`src/mri_pkg.sv`:
```
// Constants, types and register map of the MAC receive status and interrupt unit.
`default_nettype none
package mri_pkg;
	localparam logic [7:0] OFF_TX_STATUS = 8'h14;
	localparam logic [7:0] OFF_TX_QPTR = 8'h1c;
	localparam logic [7:0] OFF_RX_STATUS = 8'h20;
	localparam logic [7:0] OFF_IRQ_STATUS = 8'h24;
	localparam logic [7:0] OFF_IRQ_ENABLE = 8'h28;
	localparam logic [7:0] OFF_IRQ_DISABLE = 8'h2c;
	localparam logic [7:0] OFF_IRQ_MASK = 8'h30;
	localparam logic [7:0] OFF_PAUSE_TIME = 8'h38;

	localparam int RSR_BUF_UNAVAIL_BIT = 0;
	localparam int RSR_FRAME_STORED_BIT = 1;
	localparam int RSR_OVERRUN_BIT = 2;
	localparam int TSR_TX_ACTIVE_BIT = 3;

	localparam int ISR_MGMT_DONE_BIT = 0;
	localparam int ISR_RX_COMPLETE_BIT = 1;
	localparam int ISR_RX_OWNED_BIT = 2;
	localparam int ISR_TX_OWNED_BIT = 3;
	localparam int ISR_TX_UNDERRUN_BIT = 4;
	localparam int ISR_RETRY_LIMIT_BIT = 5;
	localparam int ISR_TX_EXHAUSTED_BIT = 6;
	localparam int ISR_TX_COMPLETE_BIT = 7;
	localparam int ISR_RX_OVERRUN_BIT = 10;
	localparam int ISR_BUS_ERROR_BIT = 11;
	localparam int ISR_PAUSE_FRAME_BIT = 12;
	localparam int ISR_PAUSE_ZERO_BIT = 13;

	localparam logic [31:0] IRQ_SRC_MASK = 32'h0000_3cff;
	localparam logic [31:0] TQP_ADDR_MASK = 32'hffff_fffc;
	localparam logic [2:0] RSR_RESET = 3'h0;
	localparam logic [31:0] ISR_RESET = 32'h0000_0000;
	localparam logic [31:0] MASK_RESET = 32'h0000_3cff;
	localparam logic [31:0] TQP_RESET = 32'h0000_0000;
	localparam int PAUSE_W = 16;
	localparam logic [15:0] PAUSE_RESET = 16'h0000;
	localparam int PAUSE_QUANTUM_BITS = 512;
	localparam int PRESCALE_W = 9;
	localparam logic [8:0] PRESCALE_LAST = 9'(PAUSE_QUANTUM_BITS - 1);

	localparam logic [1:0] RESP_OKAY = 2'h0;
	localparam logic [1:0] RESP_SLVERR = 2'h2;

	typedef enum logic [3:0] {
		REG_NONE, REG_TX_STATUS, REG_TX_QPTR, REG_RX_STATUS, REG_IRQ_STATUS,
		REG_IRQ_ENABLE, REG_IRQ_DISABLE, REG_IRQ_MASK, REG_PAUSE_TIME
	} mri_reg_t;

	typedef enum logic [1:0] {
		RXF_NORMAL = 2'h1,
		RXF_BLOCKED = 2'h2
	} mri_rxf_state_t;

	typedef struct packed {
		logic awvalid;
		logic [31:0] awaddr;
		logic wvalid;
		logic [31:0] wdata;
		logic [3:0] wstrb;
		logic bready;
		logic arvalid;
		logic [31:0] araddr;
		logic rready;
	} mri_axi_req_t;

	typedef struct packed {
		logic awready;
		logic wready;
		logic bvalid;
		logic [1:0] bresp;
		logic arready;
		logic rvalid;
		logic [31:0] rdata;
		logic [1:0] rresp;
	} mri_axi_rsp_t;

	typedef struct packed {
		logic mgmt_done;
		logic rx_frame_stored;
		logic rx_fetch_owned;
		logic tx_owned_desc_read;
		logic tx_underrun;
		logic retry_limit_hit;
		logic tx_buffers_exhausted;
		logic tx_complete;
		logic rx_store_fail;
		logic bus_error;
		logic pause_frame_seen;
	} mri_events_t;
endpackage : mri_pkg
`default_nettype wire

```
`src/mri_pause_timer.sv`:
```
// Pause time counter with a 512 bit time prescaler and a zero event.
`default_nettype none
module mri_pause_timer
	import mri_pkg::*;
(
	// Clock and reset.
	input wire logic mclk_i,
	input wire logic rst_b_i,
	// Load and bit time tick.
	input wire logic load_i,
	input wire logic [PAUSE_W-1:0] load_value_i,
	input wire logic bit_tick_i,
	// Count and events.
	output logic [PAUSE_W-1:0] count_o,
	output logic zero_pulse_o,
	output logic active_o
);
	logic [PAUSE_W-1:0] count_q, count_d;
	logic [PRESCALE_W-1:0] pre_q, pre_d;
	logic zero_q, zero_d;

	always_comb begin
		count_d = count_q;
		pre_d = pre_q;
		zero_d = 1'b0;
		if (load_i) begin
			count_d = load_value_i;
			pre_d = '0;
		end else if (count_q != '0 && bit_tick_i) begin
			if (pre_q == PRESCALE_LAST) begin
				pre_d = '0;
				count_d = count_q - 1'b1;
				zero_d = (count_q == PAUSE_W'(1));
			end else begin
				pre_d = pre_q + 1'b1;
			end
		end
	end

	always_ff @(posedge mclk_i) begin
		if (!rst_b_i) begin
			count_q <= PAUSE_RESET;
			pre_q <= '0;
			zero_q <= 1'b0;
		end else begin
			count_q <= count_d;
			pre_q <= pre_d;
			zero_q <= zero_d;
		end
	end

	assign count_o = count_q;
	assign zero_pulse_o = zero_q;
	assign active_o = (count_q != '0);
endmodule : mri_pause_timer
`default_nettype wire

```
`src/mri_unit.sv`:
```
// Receive status, interrupt status and mask registers behind an AXI4-Lite slave.
`default_nettype none
module mri_unit
	import mri_pkg::*;
(
	// Clock and reset.
	input wire logic mclk_i,
	input wire logic rst_b_i,
	// Register bus.
	input wire mri_axi_req_t axi_req_i,
	output mri_axi_rsp_t axi_rsp_o,
	// Engine events and state.
	input wire mri_events_t events_i,
	input wire logic tx_active_i,
	input wire logic tx_frame_ptr_load_i,
	input wire logic [31:0] tx_frame_ptr_i,
	input wire logic rx_frame_start_i,
	input wire logic rx_desc_fetch_ok_i,
	input wire logic bit_tick_i,
	input wire logic [PAUSE_W-1:0] pause_frame_value_i,
	// Controls and interrupt.
	output logic irq_o,
	output logic [31:0] tx_queue_start_o,
	output logic tx_queue_start_load_o,
	output logic rx_refetch_desc_o,
	output logic rx_buffer_recover_o,
	output logic pause_active_o
);
	function automatic mri_reg_t reg_decode(input logic [31:0] addr);
		mri_reg_t sel;
		sel = REG_NONE;
		case ({addr[7:2], 2'b00})
			OFF_TX_STATUS: sel = REG_TX_STATUS;
			OFF_TX_QPTR: sel = REG_TX_QPTR;
			OFF_RX_STATUS: sel = REG_RX_STATUS;
			OFF_IRQ_STATUS: sel = REG_IRQ_STATUS;
			OFF_IRQ_ENABLE: sel = REG_IRQ_ENABLE;
			OFF_IRQ_DISABLE: sel = REG_IRQ_DISABLE;
			OFF_IRQ_MASK: sel = REG_IRQ_MASK;
			OFF_PAUSE_TIME: sel = REG_PAUSE_TIME;
			default: sel = REG_NONE;
		endcase
		return sel;
	endfunction : reg_decode

	// Bus channel state.
	logic aw_full_q, aw_full_d;
	logic [31:0] aw_addr_q, aw_addr_d;
	logic w_full_q, w_full_d;
	logic [31:0] w_data_q, w_data_d;
	logic [3:0] w_strb_q, w_strb_d;
	logic b_valid_q, b_valid_d;
	logic [1:0] b_resp_q, b_resp_d;
	logic r_valid_q, r_valid_d;
	logic [31:0] r_data_q, r_data_d;
	logic [1:0] r_resp_q, r_resp_d;

	// Register state.
	logic [31:0] tqp_q, tqp_d;
	logic [2:0] rsr_q, rsr_d;
	logic [31:0] isr_q, isr_d;
	logic [31:0] mask_q, mask_d;
	logic irq_q, irq_d;
	logic tqp_load_q, tqp_load_d;
	logic recover_q, recover_d;
	logic refetch_q, refetch_d;
	mri_rxf_state_t rxf_q, rxf_d;

	// Decode and strobes.
	logic wr_fire, rd_fire;
	mri_reg_t wr_sel, rd_sel;
	logic [31:0] wr_mask, wr_val;
	logic tqp_write, isr_read, pause_load;
	logic [PAUSE_W-1:0] pause_value, pause_count;
	logic pause_zero, pause_active;
	logic [31:0] isr_set;
	logic [2:0] rsr_set;

	assign wr_fire = aw_full_q && w_full_q && !b_valid_q;
	assign rd_fire = axi_req_i.arvalid && !r_valid_q;
	assign wr_sel = reg_decode(aw_addr_q);
	assign rd_sel = reg_decode(axi_req_i.araddr);
	assign wr_mask = {{8{w_strb_q[3]}}, {8{w_strb_q[2]}}, {8{w_strb_q[1]}}, {8{w_strb_q[0]}}};
	assign wr_val = w_data_q & wr_mask;
	assign tqp_write = wr_fire && wr_sel == REG_TX_QPTR && !tx_active_i;
	assign isr_read = rd_fire && rd_sel == REG_IRQ_STATUS;
	assign pause_load = (wr_fire && wr_sel == REG_PAUSE_TIME) || events_i.pause_frame_seen;
	assign pause_value = (wr_fire && wr_sel == REG_PAUSE_TIME) ? wr_val[PAUSE_W-1:0]
		: pause_frame_value_i;

	mri_pause_timer u_pause (
		.mclk_i(mclk_i),
		.rst_b_i(rst_b_i),
		.load_i(pause_load),
		.load_value_i(pause_value),
		.bit_tick_i(bit_tick_i),
		.count_o(pause_count),
		.zero_pulse_o(pause_zero),
		.active_o(pause_active)
	);

	// Bus channels.
	always_comb begin
		aw_full_d = aw_full_q;
		aw_addr_d = aw_addr_q;
		w_full_d = w_full_q;
		w_data_d = w_data_q;
		w_strb_d = w_strb_q;
		b_valid_d = b_valid_q;
		b_resp_d = b_resp_q;
		r_valid_d = r_valid_q;
		r_data_d = r_data_q;
		r_resp_d = r_resp_q;
		if (wr_fire) begin
			aw_full_d = 1'b0;
			w_full_d = 1'b0;
			b_valid_d = 1'b1;
			b_resp_d = (wr_sel == REG_NONE) ? RESP_SLVERR : RESP_OKAY;
		end else begin
			if (axi_req_i.awvalid && !aw_full_q) begin
				aw_full_d = 1'b1;
				aw_addr_d = axi_req_i.awaddr;
			end
			if (axi_req_i.wvalid && !w_full_q) begin
				w_full_d = 1'b1;
				w_data_d = axi_req_i.wdata;
				w_strb_d = axi_req_i.wstrb;
			end
		end
		if (b_valid_q && axi_req_i.bready) begin
			b_valid_d = 1'b0;
		end
		if (r_valid_q && axi_req_i.rready) begin
			r_valid_d = 1'b0;
		end
		if (rd_fire) begin
			r_valid_d = 1'b1;
			r_resp_d = RESP_OKAY;
			case (rd_sel)
				REG_TX_STATUS: r_data_d = 32'(tx_active_i) << TSR_TX_ACTIVE_BIT;
				REG_TX_QPTR: r_data_d = tqp_q;
				REG_RX_STATUS: r_data_d = {29'h0, rsr_q};
				REG_IRQ_STATUS: r_data_d = isr_q;
				REG_IRQ_MASK: r_data_d = mask_q;
				REG_PAUSE_TIME: r_data_d = {16'h0, pause_count};
				REG_IRQ_ENABLE, REG_IRQ_DISABLE: r_data_d = 32'h0000_0000;
				default: begin
					r_data_d = 32'h0000_0000;
					r_resp_d = RESP_SLVERR;
				end
			endcase
		end
	end

	always_ff @(posedge mclk_i) begin
		if (!rst_b_i) begin
			aw_full_q <= 1'b0;
			aw_addr_q <= 32'h0000_0000;
			w_full_q <= 1'b0;
			w_data_q <= 32'h0000_0000;
			w_strb_q <= 4'h0;
			b_valid_q <= 1'b0;
			b_resp_q <= RESP_OKAY;
			r_valid_q <= 1'b0;
			r_data_q <= 32'h0000_0000;
			r_resp_q <= RESP_OKAY;
		end else begin
			aw_full_q <= aw_full_d;
			aw_addr_q <= aw_addr_d;
			w_full_q <= w_full_d;
			w_data_q <= w_data_d;
			w_strb_q <= w_strb_d;
			b_valid_q <= b_valid_d;
			b_resp_q <= b_resp_d;
			r_valid_q <= r_valid_d;
			r_data_q <= r_data_d;
			r_resp_q <= r_resp_d;
		end
	end

	// Event capture into status.
	always_comb begin
		rsr_set = 3'h0;
		rsr_set[RSR_BUF_UNAVAIL_BIT] = events_i.rx_fetch_owned;
		rsr_set[RSR_FRAME_STORED_BIT] = events_i.rx_frame_stored;
		rsr_set[RSR_OVERRUN_BIT] = events_i.rx_store_fail;
		isr_set = 32'h0000_0000;
		isr_set[ISR_MGMT_DONE_BIT] = events_i.mgmt_done;
		isr_set[ISR_RX_COMPLETE_BIT] = events_i.rx_frame_stored;
		isr_set[ISR_RX_OWNED_BIT] = events_i.rx_fetch_owned;
		isr_set[ISR_TX_OWNED_BIT] = events_i.tx_owned_desc_read;
		isr_set[ISR_TX_UNDERRUN_BIT] = events_i.tx_underrun || tqp_write;
		isr_set[ISR_RETRY_LIMIT_BIT] = events_i.retry_limit_hit;
		isr_set[ISR_TX_EXHAUSTED_BIT] = events_i.tx_buffers_exhausted;
		isr_set[ISR_TX_COMPLETE_BIT] = events_i.tx_complete;
		isr_set[ISR_RX_OVERRUN_BIT] = events_i.rx_store_fail;
		isr_set[ISR_BUS_ERROR_BIT] = events_i.bus_error;
		isr_set[ISR_PAUSE_FRAME_BIT] = events_i.pause_frame_seen;
		isr_set[ISR_PAUSE_ZERO_BIT] = pause_zero;
	end

	// Registers and control outputs.
	always_comb begin
		tqp_d = tqp_q;
		rsr_d = rsr_q | rsr_set;
		isr_d = isr_q;
		mask_d = mask_q;
		tqp_load_d = tqp_write;
		recover_d = events_i.rx_store_fail;
		refetch_d = 1'b0;
		rxf_d = rxf_q;
		if (tqp_write) begin
			tqp_d = wr_val & TQP_ADDR_MASK;
		end else if (tx_frame_ptr_load_i) begin
			tqp_d = tx_frame_ptr_i & TQP_ADDR_MASK;
		end
		if (wr_fire && wr_sel == REG_RX_STATUS) begin
			rsr_d = (rsr_q & ~wr_val[2:0]) | rsr_set;
		end
		if (isr_read) begin
			isr_d = isr_set & IRQ_SRC_MASK;
		end else begin
			isr_d = (isr_q | isr_set) & IRQ_SRC_MASK;
		end
		if (wr_fire && wr_sel == REG_IRQ_ENABLE) begin
			mask_d = mask_q & ~(wr_val & IRQ_SRC_MASK);
		end
		if (wr_fire && wr_sel == REG_IRQ_DISABLE) begin
			mask_d = mask_q | (wr_val & IRQ_SRC_MASK);
		end
		irq_d = |(isr_q & ~mask_q & IRQ_SRC_MASK);
		case (rxf_q)
			RXF_NORMAL: begin
				if (events_i.rx_fetch_owned) begin
					rxf_d = RXF_BLOCKED;
				end
			end
			RXF_BLOCKED: begin
				if (rx_desc_fetch_ok_i) begin
					rxf_d = RXF_NORMAL;
				end else if (rx_frame_start_i) begin
					refetch_d = 1'b1;
				end
			end
			default: rxf_d = RXF_NORMAL;
		endcase
	end

	always_ff @(posedge mclk_i) begin
		if (!rst_b_i) begin
			tqp_q <= TQP_RESET;
			rsr_q <= RSR_RESET;
			isr_q <= ISR_RESET;
			mask_q <= MASK_RESET;
			irq_q <= 1'b0;
			tqp_load_q <= 1'b0;
			recover_q <= 1'b0;
			refetch_q <= 1'b0;
			rxf_q <= RXF_NORMAL;
		end else begin
			tqp_q <= tqp_d;
			rsr_q <= rsr_d;
			isr_q <= isr_d;
			mask_q <= mask_d;
			irq_q <= irq_d;
			tqp_load_q <= tqp_load_d;
			recover_q <= recover_d;
			refetch_q <= refetch_d;
			rxf_q <= rxf_d;
		end
	end

	assign axi_rsp_o.awready = !aw_full_q;
	assign axi_rsp_o.wready = !w_full_q;
	assign axi_rsp_o.bvalid = b_valid_q;
	assign axi_rsp_o.bresp = b_resp_q;
	assign axi_rsp_o.arready = !r_valid_q;
	assign axi_rsp_o.rvalid = r_valid_q;
	assign axi_rsp_o.rdata = r_data_q;
	assign axi_rsp_o.rresp = r_resp_q;
	assign irq_o = irq_q;
	assign tx_queue_start_o = tqp_q;
	assign tx_queue_start_load_o = tqp_load_q;
	assign rx_refetch_desc_o = refetch_q;
	assign rx_buffer_recover_o = recover_q;
	assign pause_active_o = pause_active;
endmodule : mri_unit
`default_nettype wire

```
`config.mk`:
```
export PLATFORM = sky130hd
export DESIGN_NAME = mri_unit
export DESIGN_NICKNAME = d
export VERILOG_FILES = /design/src/mri_pkg.sv /design/src/mri_pause_timer.sv /design/src/mri_unit.sv
export SDC_FILE = /design/constraint.sdc
export NUM_CORES = 1
export LEC_CHECK = 0
export ABC_AREA = 1
export CELL_PAD_IN_SITES_DETAIL_PLACEMENT = 1
export CELL_PAD_IN_SITES_GLOBAL_PLACEMENT = 1
export CORE_MARGIN = 2
export CORE_UTILIZATION = 44
export DETAILED_ROUTE_END_ITERATION = 10
export DONT_BUFFER_PORTS = 1
export MAX_ROUTING_LAYER = met4
export PLACE_DENSITY_LB_ADDON = 0.1
export SYNTH_ARGS = -nofsm -noshare
export SYNTH_HDL_FRONTEND = slang
export SYNTH_SLANG_ARGS = --single-unit
```
`constraint.sdc`:
```
create_clock -name mclk_i -period 2.35 [get_ports mclk_i]
set_input_delay 0.235 -clock mclk_i [delete_from_list [all_inputs] [get_ports mclk_i]]
set_output_delay 0.235 -clock mclk_i [all_outputs]
set_load 0.01 [all_outputs]
```
==> summary.md <==
| Metric | Value |
|---|---|
| GRT overflow | 0 |
| Num CTS Buffers | 17 |
| Sequential cell area | 0.003383 sq mm |
| Max Cap Viol | 0 |
| Vias post-DR | 8,405 |
| Vias in the first global route | 8,517 |
| GPL Wtd Cong | 0.9124 |
| CP startpoint kind | flop |
| Fin cells | 1,548 |
| Pre-Repair DR Iteration Count | 5 |
| Crit Path Max Fanout | 6 |
| Vias per cell | 5.430 |
| IO Count | 249 |
| Hold Crit Depth | 2 |
| Drt drc | 0 |
| RSZ-0062 raised after global routing | no |
| Int Pwr | 0.005023 W |
| Antenna violations before repair | 0 |
| Postcts setup bufs | 0 |
| Peak supply drop | 500.7 uV |
| HP Class | input port to flop |
| Most frequent cells in the layout | 367 x nand2_1, 177 x nor2_1, 169 x dfxtp_1, 117 x nand3_1, 95 x inv_1 |
| Setup TNS | 0 ns |
| DP Worst Slack | 0.2770 ns |
| FF-to-FF path depth | 9 |
| Clock network fraction of total power | 42.8% |
| Pins over their slew limit | 0 |
| Post-route setup slack | approximately 0.31 ns |
| Global-route met1 utilization | around two fifths |
| Final-report setup violation count | 0 |
| Post-synthesis cell count | roughly 1,300 |
| Die width | 141.5 um |
| Routed WL | approximately 30 mm |
| Htree depth | 4 |
| Largest net degree at the start of global routing | 82 |
| Cell count after placement | 1,461 |
| CTS Root Cell | clkbuf_16 |
| Initial Util | 44.64% |
| Met2 Use GR | 49.51% |
| Synth area leader | dfxtp_1 |
| # nets final | 1,476 |
| Longest Clk Path Bufs | 2 |
| WL/cell | 19.29 um |
| Footprint of the multi-input gates | 0.004235 sq mm |
| Most common library cell in the layout ignoring fill and taps | nand2_1 |
| FFs w/ async S/R, synth | 0% |
| Switch share | 28.83% |
| Top FF cell, synth | dfxtp_1 |
| Grt peak-use layer | met2 |
| Final Hold Vio Count | 0 |
| 1st-iter DRT viols | ~510 |
| Crit path time final | 2.039 ns |
| Synth Register Bits | about 170 |
| Layout cells sized above 1 | around 6.5% |
| First-pass GRT wire length | about 47 mm |
| Worst setup EP type | primary output |
| Tot GR Track Use | a little under a third |
| Max frequency | ~490 MHz |
| Yosys warns | 0 |
| Clk_lat worst skew | ~0.44 ns |
| Layout Utilization | 51.81% |
| Critical path arrival | 1.80 ns |
| Seq pwr share | 45.3% |
| Status | completed |
| Num rows | 50 |
| Power per Cell Area | 730.6 mW/mm^2 |
| Fin crit share | 86.77% |
| EDFF count, synth | 0 |
| NetSw | ~0.002 W |
| Leakage | 4.349 nW |
| DP Wirelength | around 21 mm |
| GRT met3 Usage | 7.324% |
| Port bufs | 0 |
| Post-synth top area share | 40.65% |
| Diode count | 0 |
| Logic gate share of total power | 12.0% |
| Fillers | 2,459 |
| Core ar. | 0.01864 sq mm |
| Die Area | 0.02003 sq mm |
| Clk pin slew, worst setup/hold paths | 0.08 ns |
| WP data required | 2.12 ns |
| Final ANT Viol Nets | 0 |
| Register area share after synthesis | 40.65% |
| Mean Syn Cell Area | 6.554 sq um |
| Post-Syn Area | 0.008323 sq mm |
| Die height | 141.5 um |
| CTS tree | yes |
| WS Path Type | flop to primary output |
| Netlist cell types | 40 |
| Synth area leaders | dfxtp_1 41%, nand2_1 17%, nor2_1 8.0%, nand3_1 7.0%, o21ai_0 5.5% |
| Area grow syn2layout | 16.06% |
| Worst Skew | 0.01442 ns |
| CTS sink count | 169 |
registers in the layout (all words and copies together), names as in the netlist, 2 cells and up, named ones only:
signal	cells
aw_addr_q	6
isr_q	12
r_data_q	32
rsr_q	3
rxf_q	2
tx_queue_start_o	30
u_pause.count_o	16
u_pause.pre_q	9
w_data_q	32
w_strb_q	4
worst max-delay path: stages, from the launching register on:
cell     delay [ns]
dfxtp_1        0.37
inv_1          0.12
ha_1           0.23
nand2_2        0.11
nor2_4         0.21
nand2_1        0.09
nor2_1         0.09
nand3_1        0.15
cells in the mapped netlist, types with 2 or more instances:
| master | count |
|---|---|
| a21oi_1 | 83 |
| buf_1 | 6 |
| buf_2 | 13 |
| buf_4 | 11 |
| buf_6 | 3 |
| clkbuf_1 | 36 |
| clkinv_1 | 2 |
| dfxtp_1 | 169 |
| ha_1 | 4 |
| inv_1 | 96 |
| inv_2 | 3 |
| nand2_1 | 368 |
| nand2_2 | 6 |
| nand2_4 | 3 |
| nand3_1 | 117 |
| nand3_4 | 2 |
| nand3b_1 | 4 |
| nand4_1 | 27 |
| nor2_1 | 177 |
| nor2_2 | 6 |
| nor2_4 | 5 |
| nor3_1 | 7 |
| o21ai_0 | 92 |
| o21ai_1 | 9 |
| o21bai_1 | 2 |
| o22ai_1 | 2 |
| xnor2_1 | 2 |
| xor2_1 | 3 |
routing by layer:
metal  vias to the layer above  part of all wire, %
li1                       4142                    -
met1                      3955                   44
met2                       257                   47
met3                        51                  6.5
met4                         0                  2.7
met5                         -                    0
metrics by stage:
stage / total power, W / area, sq um / hold WS (ns)
2_1_floorplan: 0.003767 / 8334 / 0.3340
3_3_place_gp: 0.003954 / 8461 / 0.3352
3_5_place_dp: 0.003978 / 8461 / 0.3388
4_1_cts: 0.007078 / 9657 / 0.001921
5_1_grt: 0.007354 / 9659 / 0.01656
6_report: 0.007057 / 9659 / 0.003460
logic make-up after synthesis:
kind of cell / synth area share [%]
AO/OA/AOI/OAI: 12.16
AND/OR/NAND/NOR: 37.39
XOR/XNOR: 0.5263
buffers and inverters: 8.629
flip-flops: 40.65
adder cells (fa/ha/maj): 0.6013
other: 0.04506
path summary, 6_finish.rpt:
kind                                   start                         endpoint  slack (ns)
max          u_pause.count_o[1]$_SDFFE_PN0P_                   pause_active_o        0.31
max reg2reg    u_pause.pre_q[0]$_SDFFE_PP0P_  u_pause.count_o[5]$_SDFFE_PN0P_        0.32
min                            axi_req_i[79]        aw_addr_q[7]$_SDFFE_PN0P_       0.003
min reg2reg                             flop                             flop        0.48
power by group through the flow:
| stage | sequential [W] | combinational (W) | clock, W |
|---|---|---|---|
| after global routing | 0.00321 | 0.000953 | 0.00319 |
| after floorplan | 0.00318 | 0.000586 | 0 |
| after global placement | 0.00325 | 0.000707 | 0 |
| final | 0.00319 | 0.000845 | 0.00302 |
| after CTS | 0.00319 | 0.000832 | 0.00306 |
| after detailed placement | 0.00325 | 0.000727 | 0 |
what timing repair did:
action | 4_1_cts | 5_1_grt
hold endpoints to repair | 99 | 0
setup endpoints to repair | 0 | 1
hold buffers | 55 | 0
gates resized for setup | 0 | 1
final cells by class:
| cell class | count | share of cell area, % |
|---|---|---|
| clock buffers | 17 | 4.404 |
| well taps | 234 | 3.031 |
| inverters | 101 | 3.925 |
| flip-flops and latches | 169 | 35.03 |
| repair buffers | 78 | 7.668 |
| clock inverters | 15 | 2.098 |
| multi-input cells | 934 | 43.85 |
(Power assumes the default switching activity.)
